File: src/tmo_map.svh
// register offsets, field positions and reset values of the timer block
`ifndef TMO_MAP_SVH
`define TMO_MAP_SVH
`define TMO_OFS_CONTROL 4'h0
`define TMO_OFS_COUNT_LOW 4'h1
`define TMO_OFS_COUNT_HIGH 4'h2
`define TMO_OFS_COMPARE_LOW 4'h3
`define TMO_OFS_COMPARE_HIGH 4'h4
`define TMO_OFS_UNIT_CONTROL 4'h5
`define TMO_OFS_STATUS 4'h6
`define TMO_OFS_CAPTURE_LOW 4'h7
`define TMO_OFS_CAPTURE_HIGH 4'h8
`define TMO_BIT_RUN 0
`define TMO_BIT_SYNC 2
`define TMO_BIT_OSC_EN 3
`define TMO_POS_PRESCALE 4
`define TMO_POS_SOURCE 6
`define TMO_CONTROL_WMASK 8'hfd
`define TMO_CONTROL_RESET 8'h00
`define TMO_INSTR_DIV 2'h3
`endif

File: src/tmo_pkg.sv
// types of the timer block
package tmo_pkg;
  typedef enum logic [1:0] {
    tmo_src_instr = 2'h0,
    tmo_src_sys = 2'h1,
    tmo_src_pin = 2'h2,
    tmo_src_sense = 2'h3
  } tmo_src_e;
  typedef enum logic [1:0] {
    tmo_mode_off = 2'h0,
    tmo_mode_capture = 2'h1,
    tmo_mode_compare = 2'h2,
    tmo_mode_special = 2'h3
  } tmo_mode_e;
  typedef enum {tmo_bus_idle, tmo_bus_ack} tmo_bus_e;
endpackage

File: src/tmo_timer.sv
// 16-bit timer with clock selection, prescaler and capture/compare unit
// Behaviour
// - the 16-bit count is the time base of the capture/compare unit.
// - in capture mode a capture event copies the count into the capture pair.
// - in compare mode, pair equal to count raises a compare event.
// - a compare event can act as special trigger, accepted by the timer.
// - the special trigger clears both count bytes to zero.
// - a trigger clear never sets the overflow flag.
// - with the trigger in use the count clears two clock cycles after it reaches the compare value.
// - a count byte write in the same cycle as a trigger clear wins.
// - source 00 instruction clock, 01 system clock, 11 sensing oscillator.
// - source 10 is pin rising edge, or crystal when oscillator enable set.
// - prescaler divides the selected clock by 1, 2, 4 or 8.
// - oscillator enable bit turns the dedicated oscillator on or off.
// - for source 10 (pin or crystal) the sync bit 1 bypasses, 0 synchronises.
// - for internal sources the sync bit is ignored.
// - run bit enables counting; clearing it stops and clears the gate toggle.
// - count rolls from ffff to 0000 and sets the overflow flag.
`timescale 1ns/10ps
`include "tmo_map.svh"
module tmo_timer #(
  parameter int CNT_W = 16
) (
  input wire logic sys_clk,
  input wire logic rst,
  input wire logic [3:0] address,
  input wire logic read,
  input wire logic write,
  input wire logic [31:0] writedata,
  output logic [31:0] readdata,
  output logic waitrequest,
  input wire logic external_clock_pin,
  input wire logic crystal_input_pin,
  input wire logic capacitive_sensing_oscillator,
  input wire logic capture_event,
  output logic crystal_output_pin,
  output logic oscillator_enable_out,
  output logic compare_event,
  output logic overflow_interrupt_flag
);
  import tmo_pkg::*;

  logic [7:0] control;
  logic [7:0] count_low_byte;
  logic [7:0] count_high_byte;
  logic [7:0] compare_value_low_byte;
  logic [7:0] compare_value_high_byte;
  logic [7:0] capture_low;
  logic [7:0] capture_high;
  logic [1:0] unit_mode;
  tmo_bus_e bus_state;
  logic [1:0] instr_div;
  logic [2:0] prescale_cnt;
  logic [2:0] pin_sync;
  logic [2:0] xtal_sync;
  logic [2:0] sense_sync;
  logic gate_toggle;
  logic compare_hit_q;
  logic match_seen;
  logic [1:0] ext_align;

  logic [1:0] clock_source_select;
  logic [1:0] input_prescale_select;
  logic dedicated_oscillator_enable;
  logic external_clock_sync_bit;
  logic timer_run_bit;
  logic [CNT_W-1:0] count;
  logic [CNT_W-1:0] compare_value;
  logic ext_raw_level;
  logic ext_sync_rise;
  logic ext_async_rise;
  logic sense_rise;
  logic source_tick;
  logic count_tick;
  logic [2:0] prescale_top;
  logic bus_write;
  logic write_count_low;
  logic write_count_high;
  logic compare_match;
  logic special_trigger;
  logic count_wrap;
  logic compare_fire;
  logic bus_read_take;

  assign clock_source_select = control[`TMO_POS_SOURCE +: 2];
  assign input_prescale_select = control[`TMO_POS_PRESCALE +: 2];
  assign dedicated_oscillator_enable = control[`TMO_BIT_OSC_EN];
  assign external_clock_sync_bit = control[`TMO_BIT_SYNC];
  assign timer_run_bit = control[`TMO_BIT_RUN];
  assign count = {count_high_byte, count_low_byte};
  assign compare_value = {compare_value_high_byte, compare_value_low_byte};

  // single wait state: a write is taken on the ack edge only
  assign bus_write = write && (bus_state == tmo_bus_ack);
  // read data is fetched on the first edge so it stands during the ack cycle
  assign bus_read_take = read && (bus_state == tmo_bus_idle);
  assign write_count_low = bus_write && (address == `TMO_OFS_COUNT_LOW);
  assign write_count_high = bus_write && (address == `TMO_OFS_COUNT_HIGH);

  always_ff @(posedge sys_clk) begin
    if (rst) begin
      bus_state <= tmo_bus_idle;
      waitrequest <= 1'b1;
    end else if ((read || write) && bus_state == tmo_bus_idle) begin
      bus_state <= tmo_bus_ack;
      waitrequest <= 1'b0;
    end else begin
      bus_state <= tmo_bus_idle;
      waitrequest <= 1'b1;
    end
  end

  function automatic logic [7:0] reg_read(input logic [3:0] a, input logic [7:0] c,
                                          input logic [CNT_W-1:0] cn,
                                          input logic [CNT_W-1:0] cv,
                                          input logic [15:0] cp,
                                          input logic [1:0] m, input logic f);
    case (a)
      `TMO_OFS_CONTROL: reg_read = c;
      `TMO_OFS_COUNT_LOW: reg_read = cn[7:0];
      `TMO_OFS_COUNT_HIGH: reg_read = cn[15:8];
      `TMO_OFS_COMPARE_LOW: reg_read = cv[7:0];
      `TMO_OFS_COMPARE_HIGH: reg_read = cv[15:8];
      `TMO_OFS_UNIT_CONTROL: reg_read = {6'h00, m};
      `TMO_OFS_STATUS: reg_read = {7'h00, f};
      `TMO_OFS_CAPTURE_LOW: reg_read = cp[7:0];
      `TMO_OFS_CAPTURE_HIGH: reg_read = cp[15:8];
      default: reg_read = 8'h00;
    endcase
  endfunction

  always_ff @(posedge sys_clk) begin
    if (rst) begin
      readdata <= 32'h00000000;
    end else if (bus_read_take) begin
      readdata <= {24'h000000, reg_read(address, control, count, compare_value,
                                        {capture_high, capture_low}, unit_mode,
                                        overflow_interrupt_flag)};
    end
  end

  // bit 1 is not implemented and is masked off on every write
  always_ff @(posedge sys_clk) begin
    if (rst) begin
      control <= `TMO_CONTROL_RESET;
    end else if (bus_write && address == `TMO_OFS_CONTROL) begin
      control <= writedata[7:0] & `TMO_CONTROL_WMASK;
    end
  end

  always_ff @(posedge sys_clk) begin
    if (rst) begin
      compare_value_low_byte <= 8'h00;
      compare_value_high_byte <= 8'h00;
      unit_mode <= 2'h0;
    end else if (bus_write) begin
      if (address == `TMO_OFS_COMPARE_LOW) begin
        compare_value_low_byte <= writedata[7:0];
      end
      if (address == `TMO_OFS_COMPARE_HIGH) begin
        compare_value_high_byte <= writedata[7:0];
      end
      if (address == `TMO_OFS_UNIT_CONTROL) begin
        unit_mode <= writedata[1:0];
      end
    end
  end

  // oscillator enable and crystal drive
  // drive opposes the sampled input, as an inverting amplifier would
  always_ff @(posedge sys_clk) begin
    if (rst) begin
      oscillator_enable_out <= 1'b0;
      crystal_output_pin <= 1'b0;
    end else begin
      oscillator_enable_out <= dedicated_oscillator_enable;
      crystal_output_pin <= dedicated_oscillator_enable && !xtal_sync[1];
    end
  end

  // three stages: first two synchronise, third gives the edge
  always_ff @(posedge sys_clk) begin
    if (rst) begin
      pin_sync <= 3'h0;
      xtal_sync <= 3'h0;
      sense_sync <= 3'h0;
    end else begin
      pin_sync <= {pin_sync[1:0], external_clock_pin};
      xtal_sync <= {xtal_sync[1:0], crystal_input_pin};
      sense_sync <= {sense_sync[1:0], capacitive_sensing_oscillator};
    end
  end

  assign ext_raw_level = dedicated_oscillator_enable ? xtal_sync[1] : pin_sync[1];
  assign ext_sync_rise = ext_align[0] && !ext_align[1];
  // unsynchronised path: still sampled, but without the extra alignment stage
  assign ext_async_rise = ext_raw_level && !(dedicated_oscillator_enable ? xtal_sync[2]
                                                                         : pin_sync[2]);
  assign sense_rise = sense_sync[1] && !sense_sync[2];

  // synchronised path pays one more cycle of latency for a clean edge
  always_ff @(posedge sys_clk) begin
    if (rst) begin
      ext_align <= 2'h0;
    end else begin
      ext_align <= {ext_align[0], ext_raw_level};
    end
  end

  // free-running quarter-rate tick for the instruction clock source
  always_ff @(posedge sys_clk) begin
    if (rst) begin
      instr_div <= 2'h0;
    end else begin
      instr_div <= instr_div + 2'h1;
    end
  end

  // only code 10 looks at the sync bit
  always_comb begin
    case (tmo_src_e'(clock_source_select))
      tmo_src_instr: source_tick = (instr_div == `TMO_INSTR_DIV);
      tmo_src_sys: source_tick = 1'b1;
      tmo_src_pin: source_tick = external_clock_sync_bit ? ext_async_rise
                                                         : ext_sync_rise;
      tmo_src_sense: source_tick = sense_rise;
      default: source_tick = 1'b0;
    endcase
  end

  // terminal prescaler count for 1:1, 1:2, 1:4 and 1:8
  always_comb begin
    case (input_prescale_select)
      2'h0: prescale_top = 3'h0;
      2'h1: prescale_top = 3'h1;
      2'h2: prescale_top = 3'h3;
      default: prescale_top = 3'h7;
    endcase
  end

  assign count_tick = timer_run_bit && source_tick && (prescale_cnt == prescale_top);
  // rollover of the full count; a clear or a byte write never counts as one
  assign count_wrap = count_tick && (count == 16'hffff);

  // restarts while stopped so every run begins on a full prescale period
  always_ff @(posedge sys_clk) begin
    if (rst) begin
      prescale_cnt <= 3'h0;
    end else if (!timer_run_bit) begin
      prescale_cnt <= 3'h0;
    end else if (source_tick) begin
      prescale_cnt <= (prescale_cnt >= prescale_top) ? 3'h0 : prescale_cnt + 3'h1;
    end
  end

  // kept for the gate logic; nothing in this block reads it yet
  always_ff @(posedge sys_clk) begin
    if (rst) begin
      gate_toggle <= 1'b0;
    end else if (!timer_run_bit) begin
      gate_toggle <= 1'b0;
    end else if (count_tick) begin
      gate_toggle <= !gate_toggle;
    end
  end

  assign compare_match = (compare_value == count);
  assign special_trigger = compare_hit_q && (unit_mode == tmo_mode_special);

  function automatic logic compare_armed(input logic [1:0] m);
    compare_armed = (m == tmo_mode_compare) || (m == tmo_mode_special);
  endfunction

  // a match held over several cycles fires only once
  always_ff @(posedge sys_clk) begin
    if (rst) begin
      match_seen <= 1'b0;
    end else begin
      match_seen <= compare_match;
    end
  end

  assign compare_fire = compare_match && !match_seen && compare_armed(unit_mode);

  // event in the cycle after the first cycle of a match, not for as long as the count stays there
  always_ff @(posedge sys_clk) begin
    if (rst) begin
      compare_hit_q <= 1'b0;
      compare_event <= 1'b0;
    end else begin
      compare_hit_q <= compare_fire;
      compare_event <= compare_fire;
    end
  end

  // a count byte write beats the trigger clear and the tick alike
  always_ff @(posedge sys_clk) begin
    if (rst) begin
      count_low_byte <= 8'h00;
      count_high_byte <= 8'h00;
    end else begin
      if (write_count_low || write_count_high) begin
        if (write_count_low) begin
          count_low_byte <= writedata[7:0];
        end
        if (write_count_high) begin
          count_high_byte <= writedata[7:0];
        end
      end else if (special_trigger) begin
        count_low_byte <= 8'h00;
        count_high_byte <= 8'h00;
      end else if (count_tick) begin
        {count_high_byte, count_low_byte} <= count + 16'h0001;
      end
    end
  end

  // flag set wins over a software clear in the same cycle
  always_ff @(posedge sys_clk) begin
    if (rst) begin
      overflow_interrupt_flag <= 1'b0;
    end else if (count_wrap && !special_trigger && !write_count_low && !write_count_high) begin
      overflow_interrupt_flag <= 1'b1;
    end else if (bus_write && address == `TMO_OFS_STATUS && !writedata[0]) begin
      overflow_interrupt_flag <= 1'b0;
    end
  end

  // capture takes the count as it stood before this edge
  always_ff @(posedge sys_clk) begin
    if (rst) begin
      capture_low <= 8'h00;
      capture_high <= 8'h00;
    end else if (capture_event && unit_mode == tmo_mode_capture) begin
      capture_low <= count_low_byte;
      capture_high <= count_high_byte;
    end
  end
endmodule

File: config.mk
export PLATFORM = sky130hd
export DESIGN_NAME = tmo_timer
export DESIGN_NICKNAME = d
export VERILOG_FILES = /design/src/tmo_pkg.sv /design/src/tmo_timer.sv
export VERILOG_INCLUDE_DIRS = /design/src /design/src/src
export SDC_FILE = /design/constraint.sdc
export NUM_CORES = 1
export LEC_CHECK = 0
export BUFFER_PORTS_ARGS = -buffer_cell sky130_fd_sc_hd__clkbuf_2
export CORE_ASPECT_RATIO = 2
export CORE_UTILIZATION = 51
export CTS_CLUSTER_DIAMETER = 30
export DETAILED_ROUTE_END_ITERATION = 7
export GPL_TIMING_DRIVEN = 1
export PLACE_DENSITY = 0.74
export SETUP_SLACK_MARGIN = 0.15
export SYNTH_ARGS = -nofsm -noshare
export SYNTH_HDL_FRONTEND = slang
export SYNTH_SLANG_ARGS = --single-unit
File: constraint.sdc
create_clock -name sys_clk -period 2.9 [get_ports sys_clk]
set_input_delay 0.435 -clock sys_clk [delete_from_list [all_inputs] [get_ports sys_clk]]
set_output_delay 0.435 -clock sys_clk [all_outputs]
set_load 0.01 [all_outputs]
==> results_tabular.tex <==
\begin{tabular}{lr}
\hline
Metric & Value \\
\hline
\multicolumn{2}{l}{\textbf{Outcome}} \\
\quad Result of the run & completed \\
\multicolumn{2}{l}{\textbf{Clocking}} \\
\quad Skew-Pair Late Insertion Delay & 0.34 ns \\
\quad Bufs on Longest Clock Path & 2 \\
\quad Number of H-tree levels & 3 \\
\quad Setup Buffers After CTS & 0 \\
\quad Inserted Clock Buffers & 9 \\
\quad Number of gates resized after cts & 0 \\
\quad Clock transition time at the flip-flop clock pins of the worst setup and hold paths & 0.07 ns \\
\quad Clock tree sinks & 88 \\
\quad Clock tree from TritonCTS & built \\
\quad Cell chosen for the clock root & sky130\_fd\_sc\_hd\_\_clkbuf\_16 \\
\quad Hold Buf Count CTS & 0 \\
\multicolumn{2}{l}{\textbf{Power}} \\
\quad Part of the power in the clock network & 46.3\% \\
\quad Reported net switching power & 0.6295 mW \\
\quad Worst IR Drop VDD & 0.4084 mV \\
\quad Cell Int Power & 1.973 mW \\
\quad Reported leakage power & 1.941 nW \\
\quad Combinational fraction of design power & 6.4\% \\
\quad Total power per unit cell area & 510.1 mW/mm\^{}2 \\
\quad Sw Ratio & 24.19\% \\
\quad Sequential cell fraction of total power & 47.4\% \\
\quad Power after layout & 2.602 mW \\
\multicolumn{2}{l}{\textbf{Setup path}} \\
\quad Max FO, Critical Path & 8 \\
\quad Crit start category & flop \\
\quad CP max-delay cell & sky130\_fd\_sc\_hd\_\_dfxtp\_1 \\
\quad Critical Path RT & 3.14 ns \\
\quad Critical path type & reg2reg \\
\quad Largest stage delay on the critical path & 0.37 ns \\
\quad Worst Setup End Kind & flop \\
\quad Cells traversed along the worst timing path & or2\_2 -> ha\_1 -> nand4\_1 -> buf\_4 -> a21oi\_1 -> nand2\_1 -> and2\_1 -> o32ai\_1 \\
\quad CP arrival & 2.60 ns \\
\multicolumn{2}{l}{\textbf{Global route}} \\
\quad Initial antenna violation count & 0 \\
\quad Vias in the first global route & 4063 \\
\quad Global-route usage over all layers & 28.62\% \\
\quad First-pass GRT wire length & 20.62 mm \\
\quad Largest net degree at the start of global routing & 44 \\
\quad Remaining global-route overflow & 0 \\
\multicolumn{2}{l}{\textbf{Yosys}} \\
\quad Mean instance size in the synthesized netlist & 8.142 um\^{}2 \\
\quad Dominant cells by area after synthesis & sky130\_fd\_sc\_hd\_\_dfxtp\_1, sky130\_fd\_sc\_hd\_\_nand2\_1, sky130\_fd\_sc\_hd\_\_a21oi\_1, sky130\_fd\_sc\_hd\_\_mux2i\_1, sky130\_fd\_sc\_hd\_\_buf\_4 \\
\quad Area fraction in and, or, nand and nor cells after synthesis & 21.52\% \\
\quad Count of warnings emitted by yosys & 0 \\
\quad Compound-Gate Fraction of Synth Area & 21.98\% \\
\quad Synth cell types & 65 \\
\quad Post-synthesis cell count & 572 \\
\quad Predominant post-synthesis flop cell & sky130\_fd\_sc\_hd\_\_dfxtp\_1 \\
\quad Synth async-reset ratio & 0\% \\
\quad Post-synth EDFFs & 0 \\
\quad Mapped Area & 0.004657 mm\^{}2 \\
\quad Synthesized-area fraction occupied by adder cells & 1.612\% \\
\quad Proportion of netlist area held by the largest area contributor & 37.83\% \\
\quad Synthesized flop and latch total & 88 \\
\quad Main combinational cell family by area after synthesis & compound AO/OA/AOI/OAI gates \\
\quad Xor/xnor cell area share of the yosys netlist & 3.573\% \\
\quad Sequential area share after synthesis & 37.83\% \\
\quad Portion of netlist area occupied by mux cells & 4.944\% \\
\quad Cell type with the largest total area after synthesis & sky130\_fd\_sc\_hd\_\_dfxtp\_1 \\
\multicolumn{2}{l}{\textbf{Detailed routing}} \\
\quad DR DRC count & 0 \\
\quad Residual antenna-violating net count after detailed routing & 0 \\
\quad Vias per Instance & 6.151 \\
\quad Detailed-routing iteration count for the pre-antenna-repair pass & 7 \\
\quad WL final & 13.27 mm \\
\quad Post-DR wirelength/cell & 19.09 um \\
\quad First-iteration detailed-routing DRC count & 386 \\
\quad Detailed-route via count & 4275 \\
\multicolumn{2}{l}{\textbf{Hold path}} \\
\quad Worst min path class & in2reg \\
\multicolumn{2}{l}{\textbf{Placed design}} \\
\quad Post-place instance area & 0.004796 mm\^{}2 \\
\quad Cell count after placement & 679 \\
\quad Placement Setup Slack & 0.5830 ns \\
\quad Half-perimeter wire length of the detailed placement result & 9.828 mm \\
\quad Count of input and output buffers & 32 \\
\quad Weighted congestion at the end of routability-driven global placement & 0.9240 \\
\multicolumn{2}{l}{\textbf{STA}} \\
\quad Fin worst setup slack & 0.5404 ns \\
\quad Clk\_skew & 0.008068 ns \\
\quad Actual slew at the worst max-slew pin & 0.6361 ns \\
\quad Final-report hold violation count & 0 \\
\quad Total negative slack for setup checks & 0 ns \\
\quad RSZ-0062 raised after global routing & false \\
\quad Highest clock rate & 423.8 MHz \\
\quad Relative slew margins & 57.43\% \\
\quad Max-slew violation count & 0 \\
\quad Period utilization & 81.37\% \\
\quad Setup-failing EPs final & 0 \\
\quad Fin crit period & 2.360 ns \\
\multicolumn{2}{l}{\textbf{Flow run}} \\
\quad Number of maximum-capacitance constraint violations & 0 \\
\multicolumn{2}{l}{\textbf{Die}} \\
\quad Height of the die & 137.1 um \\
\quad Total number of placement rows & 49 \\
\quad Die Outline Area & 0.009541 mm\^{}2 \\
\quad Core Footprint & 0.008951 mm\^{}2 \\
\quad Die width & 69.57 um \\
\quad I/O pin count & 81 \\
\quad Initial Utilization & 52.03\% \\
\multicolumn{2}{l}{\textbf{Finish}} \\
\quad Share of final-layout standard cells stronger than drive strength 1 & 12.98\% \\
\quad Area growth syn-to-layout & 9.538\% \\
\quad Layout Cells excl Fill & 695 \\
\quad Commonest non-fill, non-tap cells in the layout & sky130\_fd\_sc\_hd\_\_nand2\_1, sky130\_fd\_sc\_hd\_\_dfxtp\_1, sky130\_fd\_sc\_hd\_\_a21oi\_1 \\
\quad Final net count & 638 \\
\quad Antenna fix cells & 0 \\
\quad Non-Filler Cell Area, Final & 0.005101 mm\^{}2 \\
\hline
\end{tabular}
==> worst max-delay path: cells and delay by family, from the launching register on <==
| family | cells | cell delay [ns] |
|---|---|---|
| simple gates | 4 | 0.90 |
| compound gates | 2 | 0.45 |
| flops | 1 | 0.37 |
| fa+ha+maj | 1 | 0.30 |
| buf+inv | 1 | 0.22 |
==> final cells by class <==
type	instances	area (um^2)
flip-flops and latches	88	1762
multi-input cells	432	2587
inverters	11	41.29
well taps	102	127.6
repair buffers	46	277.8
clock buffers	11	242.7
clock inverters	5	62.56
fillers	836	3850
==> power by group through the flow <==
stage | registers (mW) | clock network [mW] | logic, mW
6_report | 1.23 | 1.20 | 0.166
5_1_grt | 1.23 | 1.26 | 0.180
4_1_cts | 1.23 | 1.21 | 0.162
3_5_place_dp | 1.26 | 0 | 0.162
3_3_place_gp | 1.26 | 0 | 0.158
2_1_floorplan | 1.26 | 0 | 0.129
==> stage by stage <==
stage | hold WS, ns | utilization (%)
after floorplan | 0.3992 | -
after global placement | 0.4071 | 53.58
after detailed placement | 0.4258 | 53.58
after CTS | 0.2977 | 56.99
after global routing | 0.3127 | 56.99
final | 0.2996 | 56.99
==> registers in the layout, summed over array words and instances (netlist names), 7 cells and up <==
signal	flops
readdata	8
capture_low	8
compare_value_high_byte	8
count_low_byte	8
control	7
count_high_byte	8
capture_high	8
compare_value_low_byte	8
==> metal layers <==
layer	track usage, %	wire (um)	vias to the layer above
met5	0	0	-
met4	25.85	1136	0
met3	5.596	646	63
met2	50.11	6887	203
met1	28.16	4595	1999
li1	-	-	2010
==> synthesized netlist by cell type, types with 2 or more instances <==
cell type                  number
sky130_fd_sc_hd__nor4_1         5
sky130_fd_sc_hd__o221a_2        2
sky130_fd_sc_hd__o21ai_1        2
sky130_fd_sc_hd__o211ai_1       6
sky130_fd_sc_hd__a22oi_1       15
sky130_fd_sc_hd__buf_2         11
sky130_fd_sc_hd__nor2b_1       16
sky130_fd_sc_hd__nand2b_1       8
sky130_fd_sc_hd__nor2_1        27
sky130_fd_sc_hd__clkbuf_1      25
sky130_fd_sc_hd__and4_1         2
sky130_fd_sc_hd__xor2_1        17
sky130_fd_sc_hd__o31ai_1        7
sky130_fd_sc_hd__o211a_1        2
sky130_fd_sc_hd__buf_4         24
sky130_fd_sc_hd__nand3b_1       2
sky130_fd_sc_hd__o32ai_1        4
sky130_fd_sc_hd__buf_1          2
sky130_fd_sc_hd__xnor2_1        2
sky130_fd_sc_hd__nand2_1       88
sky130_fd_sc_hd__a211oi_1       2
sky130_fd_sc_hd__and3_1         3
sky130_fd_sc_hd__a31oi_1        2
sky130_fd_sc_hd__a21boi_0       2
sky130_fd_sc_hd__dfxtp_1       88
sky130_fd_sc_hd__nor3_1         8
sky130_fd_sc_hd__nand3_1       25
sky130_fd_sc_hd__mux2i_1       23
sky130_fd_sc_hd__nand4_1        4
sky130_fd_sc_hd__o21ai_0       23
sky130_fd_sc_hd__or3_1          2
sky130_fd_sc_hd__o31a_1         2
sky130_fd_sc_hd__and2_1         3
sky130_fd_sc_hd__a21oi_1       59
sky130_fd_sc_hd__a21o_1         3
sky130_fd_sc_hd__nand4b_1       3
sky130_fd_sc_hd__or2_2          3
sky130_fd_sc_hd__ha_1           6
sky130_fd_sc_hd__o22ai_1        7
sky130_fd_sc_hd__o41ai_1        2
sky130_fd_sc_hd__inv_1         11
==> cells by family after synthesis <==
family / Yosys count
buffers and inverters: 75
and+or+nand+nor: 206
adders and majority gates: 6
muxes: 23
DFF: 88
other: 1
AOI/OAI and AO/OA: 154
xor gates and xnor gates: 19
==> path summary, 6_finish.rpt <==
| kind | from | endpoint | slack, ns | cells after the start |
|---|---|---|---|---|
| max | control[4] | count_high_byte[1] | 0.54 | 8 |
| min | capacitive_sensing_oscillator | sense_sync[0] | 0.30 | 2 |
| max reg2reg | control[4] | count_high_byte[1] | 0.54 | 8 |
| min reg2reg | xtal_sync[0] | xtal_sync[1] | 0.44 | 1 |
Note: power is estimated with default switching activity, not from simulation.
